File: src/bspb_pkg.sv
// Constants shared by the boot stream block parser and its write buffer.
// Assumes a byte-wide boot stream and a byte-wide memory write port.
package bspb_pkg;
  // Header layout: address, count, flag word
  localparam int          HDR_BYTES   = 10;
  localparam logic [3:0]  HDR_LAST_IX = 4'h9;
  localparam int          ADDR_LSB    = 0;
  localparam int          CNT_LSB     = 32;
  localparam int          FLAG_LSB    = 64;
  // Flag word bit positions
  localparam int          FLG_ZERO    = 0;
  localparam int          FLG_PTYPE   = 1;
  localparam int          FLG_INIT    = 3;
  localparam int          FLG_IGNORE  = 4;
  localparam int          FLG_HOLD_LO = 5;
  localparam int          FLG_HOLD_HI = 10;
  localparam int          FLG_COMP    = 13;
  localparam int          FLG_LAST    = 15;
  // Final jump targets
  localparam logic [31:0] JUMP_GRP0   = 32'hffa0_0000;
  localparam logic [31:0] JUMP_GRP1   = 32'hffa0_8000;
  // Range kept for the boot logic itself during a two-wire boot
  localparam logic [31:0] RSV_LO      = 32'hff90_3f00;
  localparam logic [31:0] RSV_HI      = 32'hff90_3fff;
  // Reset values and write buffer depth
  localparam logic [31:0] ZERO32      = 32'h0000_0000;
  localparam logic [7:0]  ZERO8       = 8'h00;
  localparam logic [1:0]  FIFO_DEPTH  = 2'h2;

  typedef enum logic [2:0] {
    ST_HDR   = 3'b000,
    ST_BODY  = 3'b001,
    ST_ZERO  = 3'b010,
    ST_DRAIN = 3'b011,
    ST_CALL  = 3'b100,
    ST_DONE  = 3'b101
  } bspb_state_t;
endpackage

File: src/bspb_wr_if.sv
// Memory write channel between the parser and its two-entry buffer.
// Assumes one clock; a word moves when valid and ready are both high.
`timescale 1ns/1ps
interface bspb_wr_if;
  logic        valid;
  logic        ready;
  logic [31:0] addr;
  logic [7:0]  data;
  modport src (output valid, output addr, output data, input ready);
  modport snk (input valid, input addr, input data, output ready);
endinterface

File: src/bspb_parser.sv
// Boot stream block parser: header decode, body load, zero fill, init call, final jump.
// Assumes stream bytes and memory writes share clk; call_return comes from the core.
`timescale 1ns/1ps
module bspb_parser
  import bspb_pkg::*;
(
  // Clock and reset
  input  wire logic        clk,
  input  wire logic        rst,
  // Boot stream in
  input  wire logic        in_valid,
  input  wire logic [7:0]  in_data,
  output logic             in_ready,
  // Memory write port
  output logic             mem_valid,
  output logic [31:0]      mem_addr,
  output logic [7:0]       mem_data,
  input  wire logic        mem_ready,
  // Boot mode straps
  input  wire logic        twi_boot,
  input  wire logic        slave_host_boot,
  // Init block call
  output logic             call_req,
  output logic [31:0]      call_addr,
  input  wire logic        call_return,
  // Completion and status
  output logic             boot_done,
  output logic [31:0]      jump_addr,
  output logic             super_lowest,
  output logic             comp_unsupported,
  output logic             rsv_dropped,
  output logic             host_hold_off,
  output logic [5:0]       host_hold_off_pin
);
  bspb_wr_if w_if ();
  bspb_wr_if m_if ();

  bspb_state_t st_q;
  bspb_state_t st_d;
  logic [79:0] hdr_q;
  logic [3:0]  idx_q;
  logic [31:0] addr_q;
  logic [31:0] cnt_q;
  logic [15:0] flag_q;
  logic        wr_valid_q;
  logic [31:0] wr_addr_q;
  logic [7:0]  wr_data_q;
  logic        in_ready_q;
  logic        take;
  logic        wr_fire;
  logic        slot_free;
  logic        zero_step;
  logic        body_last;
  logic [79:0] new_hdr;
  logic [15:0] new_flag;
  logic        hdr_end;
  logic        in_rsv;
  logic        skip_wr;
  logic        do_wr;
  logic        wr_valid_d;
  logic        in_ready_d;
  logic [2:0]  twi_sync_q;
  logic [2:0]  shb_sync_q;
  logic        twi_mode_q;
  logic        shb_mode_q;

  // Strap pins cross in through three flops; a level counts once the last two
  // agree, so a strap moved during reset has settled before the first body byte
  always_ff @(posedge clk) begin
    twi_sync_q <= {twi_sync_q[1:0], twi_boot};
    shb_sync_q <= {shb_sync_q[1:0], slave_host_boot};
    if (twi_sync_q[2] == twi_sync_q[1]) twi_mode_q <= twi_sync_q[1];
    if (shb_sync_q[2] == shb_sync_q[1]) shb_mode_q <= shb_sync_q[1];
  end

  assign take      = in_valid && in_ready_q;
  assign wr_fire   = wr_valid_q && w_if.ready;
  assign slot_free = !wr_valid_q || wr_fire;
  // Header bytes shift in from the top, so byte 0 ends at bit 0
  assign new_hdr   = {in_data, hdr_q[79:8]};
  assign new_flag  = new_hdr[FLAG_LSB +: 16];
  assign hdr_end   = take && st_q == ST_HDR && idx_q == HDR_LAST_IX;
  assign zero_step = st_q == ST_ZERO && slot_free;
  assign body_last = cnt_q == 32'h0000_0001;
  // Reserved buffer only reachable from the final block during a two-wire boot
  assign in_rsv    = twi_mode_q && !flag_q[FLG_LAST]
                     && addr_q >= RSV_LO && addr_q <= RSV_HI;
  assign skip_wr   = flag_q[FLG_IGNORE] || flag_q[FLG_COMP] || in_rsv;
  assign do_wr     = !skip_wr && ((st_q == ST_BODY && take) || zero_step);

  // Next state
  always_comb begin
    st_d = st_q;
    case (st_q)
      ST_HDR: begin
        if (hdr_end) begin
          if (new_hdr[CNT_LSB +: 32] == ZERO32) begin
            st_d = (new_flag[FLG_INIT] || new_flag[FLG_LAST]) ? ST_DRAIN : ST_HDR;
          end else if (new_flag[FLG_ZERO]) begin
            st_d = ST_ZERO;
          end else begin
            st_d = ST_BODY;
          end
        end
      end
      ST_BODY, ST_ZERO: begin
        if ((take || zero_step) && body_last) begin
          st_d = (flag_q[FLG_INIT] || flag_q[FLG_LAST]) ? ST_DRAIN : ST_HDR;
        end
      end
      ST_DRAIN: begin
        // Code must be in memory before it is called or jumped to
        if (!wr_valid_q && !m_if.valid) begin
          if (flag_q[FLG_INIT]) begin
            st_d = ST_CALL;
          end else begin
            st_d = ST_DONE;
          end
        end
      end
      ST_CALL: begin
        // Resumes only when the called code returns
        if (call_return) begin
          st_d = flag_q[FLG_LAST] ? ST_DONE : ST_HDR;
        end
      end
      default: st_d = st_q;
    endcase
  end

  always_ff @(posedge clk) begin
    if (rst) st_q <= ST_HDR;
    else     st_q <= st_d;
  end

  // Header capture
  always_ff @(posedge clk) begin
    if (rst) begin
      hdr_q  <= '0;
      idx_q  <= 4'h0;
      addr_q <= ZERO32;
      cnt_q  <= ZERO32;
      flag_q <= 16'h0000;
    end else if (st_q == ST_HDR && take) begin
      hdr_q <= new_hdr;
      idx_q <= hdr_end ? 4'h0 : idx_q + 4'h1;
      if (hdr_end) begin
        addr_q <= new_hdr[ADDR_LSB +: 32];
        cnt_q  <= new_hdr[CNT_LSB +: 32];
        flag_q <= new_flag;
      end
    end else if ((st_q == ST_BODY && take) || zero_step) begin
      addr_q <= addr_q + 32'h0000_0001;
      cnt_q  <= cnt_q - 32'h0000_0001;
    end
  end

  // Write staging register in front of the buffer
  assign wr_valid_d = do_wr || (wr_valid_q && !wr_fire);
  always_ff @(posedge clk) begin
    if (rst) begin
      wr_valid_q <= 1'b0;
      wr_addr_q  <= ZERO32;
      wr_data_q  <= ZERO8;
    end else begin
      wr_valid_q <= wr_valid_d;
      if (do_wr) begin
        wr_addr_q <= addr_q;
        wr_data_q <= (st_q == ST_ZERO) ? ZERO8 : in_data;
      end
    end
  end

  // Registered ready; body bytes wait for a free staging slot, so the rate is
  // one byte every two cycles there, traded for a flop-driven ready
  assign in_ready_d = st_d == ST_HDR
                      || (st_d == ST_BODY && !(st_q == ST_BODY && take) && !wr_valid_d);
  always_ff @(posedge clk) begin
    if (rst) in_ready_q <= 1'b0;
    else     in_ready_q <= in_ready_d;
  end

  // Host hold-off pin and its level
  always_ff @(posedge clk) begin
    if (rst) begin
      host_hold_off     <= 1'b0;
      host_hold_off_pin <= 6'h00;
    end else begin
      host_hold_off <= shb_mode_q && !in_ready_d;
      if (hdr_end) host_hold_off_pin <= new_flag[FLG_HOLD_HI:FLG_HOLD_LO];
    end
  end

  // Init call request
  always_ff @(posedge clk) begin
    if (rst) begin
      call_req  <= 1'b0;
      call_addr <= ZERO32;
    end else begin
      call_req <= st_d == ST_CALL;
      if (hdr_end) call_addr <= new_hdr[ADDR_LSB +: 32];
    end
  end

  // Completion and error flags, sticky until reset
  always_ff @(posedge clk) begin
    if (rst) begin
      boot_done        <= 1'b0;
      jump_addr        <= ZERO32;
      super_lowest     <= 1'b0;
      comp_unsupported <= 1'b0;
      rsv_dropped      <= 1'b0;
    end else begin
      if (st_d == ST_DONE && st_q != ST_DONE) begin
        boot_done    <= 1'b1;
        super_lowest <= 1'b1;
        jump_addr    <= flag_q[FLG_PTYPE] ? JUMP_GRP1 : JUMP_GRP0;
      end
      if (hdr_end && new_flag[FLG_COMP]) comp_unsupported <= 1'b1;
      if (in_rsv && !flag_q[FLG_IGNORE] && ((st_q == ST_BODY && take) || zero_step))
        rsv_dropped <= 1'b1;
    end
  end

  assign w_if.valid = wr_valid_q;
  assign w_if.addr  = wr_addr_q;
  assign w_if.data  = wr_data_q;
  assign m_if.ready = mem_ready;

  bspb_wr_buf u_buf (
    .clk (clk),
    .rst (rst),
    .wi  (w_if),
    .wo  (m_if)
  );

  assign in_ready  = in_ready_q;
  assign mem_valid = m_if.valid;
  assign mem_addr  = m_if.addr;
  assign mem_data  = m_if.data;

  // Checks
  hdr_ten_a: assert property (@(posedge clk) disable iff (rst)
    st_q != ST_HDR |-> idx_q == 4'h0)
    else $error("header count not restarted");
  addr_field_a: assert property (@(posedge clk) disable iff (rst)
    hdr_end |=> addr_q == $past(new_hdr[31:0])) else $error("address field wrong");
  cnt_field_a: assert property (@(posedge clk) disable iff (rst)
    hdr_end |=> cnt_q == $past(new_hdr[63:32])) else $error("count field wrong");
  zero_noread_a: assert property (@(posedge clk) disable iff (rst)
    st_q == ST_ZERO |-> !in_ready_q) else $error("zero block reads stream");
  zero_data_a: assert property (@(posedge clk) disable iff (rst)
    do_wr && st_q == ST_ZERO |=> wr_data_q == ZERO8) else $error("zero fill not zero");
  jump_sel_a: assert property (@(posedge clk) disable iff (rst)
    $rose(boot_done) |-> jump_addr == ($past(flag_q[FLG_PTYPE]) ? JUMP_GRP1 : JUMP_GRP0))
    else $error("jump target wrong");
  call_hold_a: assert property (@(posedge clk) disable iff (rst)
    call_req && !call_return |=> call_req) else $error("call dropped early");
  call_resume_a: assert property (@(posedge clk) disable iff (rst)
    st_q == ST_CALL && call_return |=> st_q != ST_CALL) else $error("no resume");
  skip_nowr_a: assert property (@(posedge clk) disable iff (rst)
    skip_wr && !wr_valid_q |=> !wr_valid_q) else $error("skipped block written");
  hold_level_a: assert property (@(posedge clk) disable iff (rst)
    slave_host_boot && in_ready |-> ##1 !host_hold_off || !in_ready)
    else $error("hold-off while ready");

  cov_init_c:  cover property (@(posedge clk) st_q == ST_CALL ##[1:50] st_q == ST_HDR);
  cov_zero_c:  cover property (@(posedge clk) st_q == ST_ZERO ##1 st_q == ST_HDR);
  cov_done_c:  cover property (@(posedge clk) $rose(boot_done));
  cov_stall_c: cover property (@(posedge clk) (mem_valid && !mem_ready) [*3]);
endmodule

File: src/bspb_wr_buf.sv
// Two-entry write buffer with valid and ready on both sides.
// Assumes one clock and synchronous active-high reset.
`timescale 1ns/1ps
module bspb_wr_buf
  import bspb_pkg::*;
(
  // Clock and reset
  input  wire logic clk,
  input  wire logic rst,
  // Filling and draining sides
  bspb_wr_if.snk    wi,
  bspb_wr_if.src    wo
);
  logic [39:0] mem_q [2];
  logic        wp_q;
  logic        rp_q;
  logic [1:0]  cnt_q;
  logic        full_q;
  logic        vld_q;
  logic        push;
  logic        pop;
  logic [1:0]  cnt_d;

  assign push = wi.valid && !full_q;
  assign pop  = vld_q && wo.ready;
  assign cnt_d = cnt_q + {1'b0, push} - {1'b0, pop};

  // Storage and pointers
  always_ff @(posedge clk) begin
    if (rst) begin
      wp_q <= 1'b0;
      rp_q <= 1'b0;
    end else begin
      if (push) begin
        mem_q[wp_q] <= {wi.addr, wi.data};
        wp_q        <= ~wp_q;
      end
      if (pop) rp_q <= ~rp_q;
    end
  end

  // Flags kept as flops so the block outputs stay registered
  always_ff @(posedge clk) begin
    if (rst) begin
      cnt_q  <= 2'h0;
      full_q <= 1'b0;
      vld_q  <= 1'b0;
    end else begin
      cnt_q  <= cnt_d;
      full_q <= (cnt_d == FIFO_DEPTH);
      vld_q  <= (cnt_d != 2'h0);
    end
  end

  assign wi.ready = !full_q;
  assign wo.valid = vld_q;
  assign wo.addr  = mem_q[rp_q][39:8];
  assign wo.data  = mem_q[rp_q][7:0];

  full_honest_a: assert property (@(posedge clk) disable iff (rst)
    full_q |-> cnt_q == FIFO_DEPTH) else $error("buffer full flag wrong");
endmodule

File: config.mk
export PLATFORM = sky130hd
export DESIGN_NAME = bspb_parser
export DESIGN_NICKNAME = d
export VERILOG_FILES = /design/src/bspb_pkg.sv /design/src/bspb_wr_if.sv /design/src/bspb_parser.sv /design/src/bspb_wr_buf.sv
export SDC_FILE = /design/constraint.sdc
export NUM_CORES = 1
export LEC_CHECK = 0
export BUFFER_PORTS_ARGS = -buffer_cell sky130_fd_sc_hd__buf_2
export CORE_UTILIZATION = 59
export CTS_CLUSTER_DIAMETER = 80
export DETAILED_ROUTE_END_ITERATION = 7
export PLACE_DENSITY = 0.91
export SYNTH_ARGS = -nofsm -noshare
export SYNTH_HDL_FRONTEND = slang
export SYNTH_SLANG_ARGS = --single-unit
File: constraint.sdc
create_clock -name clk -period 6.15 [get_ports clk]
set_input_delay 0.615 -clock clk [delete_from_list [all_inputs] [get_ports clk]]
set_output_delay 0.615 -clock clk [all_outputs]
set_load 0.03 [all_outputs]
Word level (Yosys, flattened, before mapping)
Memory sizes are Yosys's and may differ from the RTL's. A register that Yosys moved wholly into a read port is not among the register bits.
Cells that the tools add are included.
Word-level totals
  bits in registers: 298
  RAM bits: 80
  output and inout bits: 118
  logic and storage cells: 124
  memories: 1
Memory list
  u_buf.mem_q: depth 2, bits a word 40, rd ports 1, clocked after memory_dff 1, write ports 1, RTL line bspb_wr_buf.sv:14  | logic [39:0] mem_q [2];
Cells by class
  add/sub/neg operators: 5
  order comparisons: 2
  eq/ne operators: 14
  muxes and demuxes: 25
  bitwise logic cells: 2
  reductions and logical operators: 48
Operators by type and width (number)
  $mux 32: 6
  $add 32x1->32 const B: 1
  $eq 32x1->1 const B: 1
  $ge 32x32->1 const B: 1
  $le 32x32->1 const B: 1
  $logic_not 32->1: 1
  $sub 32x1->32 const B: 1
  $logic_and 1x1->1: 21
  $mux 16: 1
  $mux 3: 5
  $pmux 3 s4: 1
  $logic_not 1->1: 10
  $eq 3x3->1 const B: 3
  $logic_or 1x1->1: 9
  $mux 2: 4
  $mux 8: 1
  $eq 3x1->1 const B: 2
  $eq 3x2->1 const B: 2
  $logic_not 3->1: 2
  $mux 1: 6
  $add 4x1->4 const B: 1
  $eq 4x4->1 const B: 1
  $mux 4: 1
  $reduce_and 2->1: 2
  9 further kinds: 12

Longest topological paths before layout
  depth in word-level cells: 14
  depth in mapped cells: 10

By module
From an unflattened synthesis, not the netlist that was laid out.
Second synthesis, totals
  cell total of the unflattened synthesis: 1494
  area, all modules: 13578.0 µm²
By module, submodules not included
  bspb_parser: times used 1, cells each 1341, area each 10415.0 µm², seq. area each 4864.7 µm²
  bspb_wr_buf: times used 1, cells each 153, area each 3163.0 µm², seq. area each 2542.4 µm²

Least setup slack after synthesis
OpenSTA, ideal clock, no wires.
  path kind: input-to-reg
  from: input port rst
  to: memory u_buf.mem_q[0][0], enable pin
  library setup time: 495 ps
  arrival time: 3966 ps
  data required time: 5655 ps
  path slack: 1689 ps
  cell stages on the path: 3
  cell sequence: clkbuf_1 clkbuf_1 nor3b_1
Between the ends
  word-level cells in the longest chain between the ends: 2
Ends and longest elaborated chain
  start, declared: RTL line bspb_parser.sv:9  | input wire logic rst,
  $mux 1: RTL line bspb_wr_buf.sv:30  | if (rst) begin
  $mux 1 (not written as such): RTL line bspb_wr_buf.sv:35  | mem_q[wp_q] <= {wi.addr, wi.data};
  end, declared: RTL line bspb_wr_buf.sv:14
Every way passes these cells.

Worst setup path in the final report
  from: register in_ready_q (netlist: in_ready)
  to: register addr_q[21]
Between the ends
  word-level cells in the longest chain between the ends: 5
  elaborated cells on any way between the ends: 9
Ends and longest elaborated chain
  start, declared: RTL line bspb_parser.sv:48  | logic in_ready_q;
  start signal, assigned: RTL line bspb_parser.sv:180  | else in_ready_q <= in_ready_d;
  $logic_and 1x1->1 *: RTL line bspb_parser.sv:76  | assign take = in_valid && in_ready_q;
  $logic_and 1x1->1 (on tied branches): RTL line bspb_parser.sv:82, bspb_parser.sv:144, bspb_parser.sv:152
  $logic_and 1x1->1 or $logic_or 1x1->1 (tied branches): RTL line bspb_parser.sv:82, bspb_parser.sv:152
  $ne 2x2->1 (no source line) or $reduce_bool 2->1 (tied branches)
  $reduce_and 2->1 (no source line)
  end signal, assigned: RTL line bspb_parser.sv:148  | addr_q <= new_hdr[ADDR_LSB +: 32];
  end signal, assigned: RTL line bspb_parser.sv:153  | addr_q <= addr_q + 32'h0000_0001;
  end, declared: RTL line bspb_parser.sv:42  | logic [31:0] addr_q;
Every way passes the cells marked *; elsewhere a longest branch is shown, timed or not.
A chain may end at the register's enable or synchronous reset.

==> flow_summary_export.csv <==
group,metric,value,unit
yosys,postSynthAreaPerCell,8.96,um^2
die,die_w,153,um
cts,clock_path_buffers,3,
die,die-area,0.0233,mm^2
timing,fin_skew,0.0146,ns
yosys,syn_inst,1493,
critical_path,crit_fanout,63,
critical_path,cp_data_required_time,6.56,ns
layout,area_growth,11.3,%
timing,fin_setup_tns,0,ns
die,die_h,153,um
place,gp_congestion,0.926,
status,violations,"DRC",
place,placed_cells,1787,
yosys,synth_seq_cells,329,
routing,drtIter0Drc,1628,
routing,dr_total_vias,11100,
die,start_util,0.608,
layout,final_nets,1563,
critical_path,cpMostUsedCell,"buf_4",
critical_path,end_kind,"register",
grt,grt_max_degree,134,
cts,cts_buffers,31,
timing,layout_setup_ws,2.91,ns
critical_path,cp.depth,9,
layout,fin_area,0.0149,mm^2
critical_path,arrival,3.66,ns
routing,drc_errors,9,
yosys,synthTopCellsByCount,"nand2_1, dfxtp_1, a21oi_1",
critical_path,worstSetupStartpoint,"in_ready",
timing,worst_pin_slew,1.04,ns
timing,slew_headroom,0.303,
yosys,synth_seq_area_share,0.553,
place,dp_hpwl,20600,um
place,preCtsSetupSlack,2.60,ns
timing,max_freq,0.309,GHz
grt,grt_pass1_vias,10400,
die,rows,54,
yosys,synth_edf_count,82,
place,placement.io_buffers,111,
cts,cts_setup_buffers,0,
grt,grt_pass1_wl,52000,um
critical_path,critical_path.endpoint,"addr_q[21]",
die,io_pins,133,
timing,post-route-period-util,0.527,
place,placed_area,0.0139,mm^2
critical_path,critPathKind,"reg -> reg",
yosys,syn_area,0.0134,mm^2
min_path,hold_class,"in -> reg",
yosys,ys_top_cells_by_area,"dfxtp_1, edfxtp_1, nand2_1, a21oi_1, mux2_2",
yosys,async_flop_share,0,
cts,cts-root-buf,"clkbuf_16",
die,core,0.0220,mm^2
critical_path,critPathBufInv,2,
cts,cts_tree,"done",
yosys,ys_types,62,
layout,final_cells,1845,
routing,vias_per_cell,6.04,
critical_path,rr_worst_depth,9,
yosys,synth.most_common_cell,"nand2_1",
critical_path,slowest_stage,"nand2_2",
routing,drtPass1Iterations,8,
cts,cts_hold_buf,0,
yosys,ys_warn_count,0,
timing,rsz0062_at_grt,"false",
critical_path,reg2reg_slack,2.91,ns
cts,ctsResizeCount,0,
cts,clk_pin_slew,0.06,ns
critical_path,max_stage_delay,0.67,ns
min_path,hold_start,"slave_host_boot",
yosys,yosys.area.top_type_share,0.369,
timing,drv_slew,0,
layout,diodes,0,
layout,drive_gt1_frac,0.144,
cts,htree_levels,1,
routing,wl_per_cell,17.5,um
critical_path,r2r_start,"in_ready",
yosys,ys.flop_type,"dfxtp_1",
layout,final.fill_count,1650,
critical_path,critical_path.cell_chain,"and2_0, nand3b_1, buf_4, or3_2, nand2_2, buf_4, o21ai_0, a22oi_1, nor2_1",
timing,period_minus_slack,3.24,ns
critical_path,start_kind,"register",
routing,wl,32300,um
cts,clock_sinks,329,
grt,gr-total-overflow,0,
cts,clock_latency,0.56,ns
power_and_ir_drop,ir_drop,0.000162,V
grt,antenna_found_initial,0,
power_and_ir_drop,p_leak,5.21,nW
power_and_ir_drop,power_density,292,mW/mm^2
timing,final_hold_viol_count,0,
timing,setup_viol,0,
run,max_cap_viol_count,0,
yosys,yosysTopAreaCell,"dfxtp_1",
critical_path,r2r-end,"addr_q[21]",
status,status,"finished, violations left",
critical_path,cp_top_family,"simple AND/OR/NAND/NOR gates",
grt,grt_usage,0.270,
routing,ant_nets,0,
registers in the layout, summed over array words and instances, names as in the netlist, 2 cells and up, named ones only:
signal and flops:
idx_q 4, u_buf.mem_q 80, twi_sync_q 3, cnt_q 32, w_if.addr 32, hdr_q 72, u_buf.cnt_q 2, host_hold_off_pin 6
flag_q 5, jump_addr 2, call_addr 32, st_q 3, addr_q 32, w_if.data 8, shb_sync_q 3
power by group:
group / switching [W] / internal [W] / leakage, nW
logic: 0.000166 / 0.0000713 / 2.01
registers: 0.0000142 / 0.00222 / 2.71
clock network: 0.000789 / 0.00108 / 0.487
stage by stage:
stage | total power [W] | hold WS, ns | util
after global routing | 0.00447 | 0.151 | 0.676
after CTS | 0.00436 | 0.152 | 0.676
after detailed placement | 0.00252 | 0.320 | 0.631
final | 0.00435 | 0.158 | 0.676
after floorplan | 0.00248 | 0.310 | -
after global placement | 0.00252 | 0.311 | 0.631
how the worst min path moves through the flow:
stage,cells past startpoint,to
global placement,0,twi_sync_q[1]
CTS,1,shb_sync_q[0]
global route,1,shb_sync_q[0]
finish,1,shb_sync_q[0]
detailed placement,0,shb_sync_q[1]
floorplan,0,shb_sync_q[1]
kinds of logic (layout without fill, tap and decap cells):
| family | after synthesis | count (layout) | synth area share |
|---|---|---|---|
| flip-flops | 329 | 329 | 0.553 |
| adder cells (fa/ha/maj) | 8 | 8 | 0.00748 |
| buffers and inverters | 144 | 196 | 0.0495 |
| multiplexers | 42 | 42 | 0.0352 |
| AND/OR/NAND/NOR | 599 | 599 | 0.194 |
| other | 1 | 21 | 0.000280 |
| AO/OA/AOI/OAI | 361 | 361 | 0.154 |
| XOR/XNOR | 9 | 9 | 0.00589 |
per-layer routing:
| layer | GRT usage | up-vias | share of wire |
|---|---|---|---|
| met5 | 0 | - | 0 |
| met4 | 0.108 | 0 | 0.034 |
| met3 | 0.0563 | 117 | 0.089 |
| met2 | 0.442 | 531 | 0.47 |
| met1 | 0.351 | 5220 | 0.41 |
| li1 | - | 5270 | - |
cells in the final DEF, fill, tap and decap left out, types with 8 or more instances in the layout:
master / count
nand2_1: 365
buf_2: 110
nor2_1: 83
nand4_1: 14
inv_1: 14
o21ai_0: 49
dfxtp_1: 247
nor3_1: 27
or3_1: 9
conb_1: 21
a31oi_1: 12
ha_1: 8
clkbuf_16: 31
a22oi_1: 13
nand3_1: 32
mux2_2: 41
or4_1: 8
o31ai_1: 13
a21oi_1: 219
buf_4: 12
a211oi_1: 11
nor4_1: 19
edfxtp_1: 82
clkbuf_1: 12
final cells by class:
class	instances	area, um^2	area share
flip-flops and latches	329	7410	0.497
repair buffers	124	672	0.0451
inverters	14	52.6	0.00353
clock inverters	12	140	0.00941
clock buffers	46	853	0.0573
well taps	280	350	0.0235
multi-input cells	1040	5420	0.364
No activity file was read; power rests on OpenSTA's default activity.
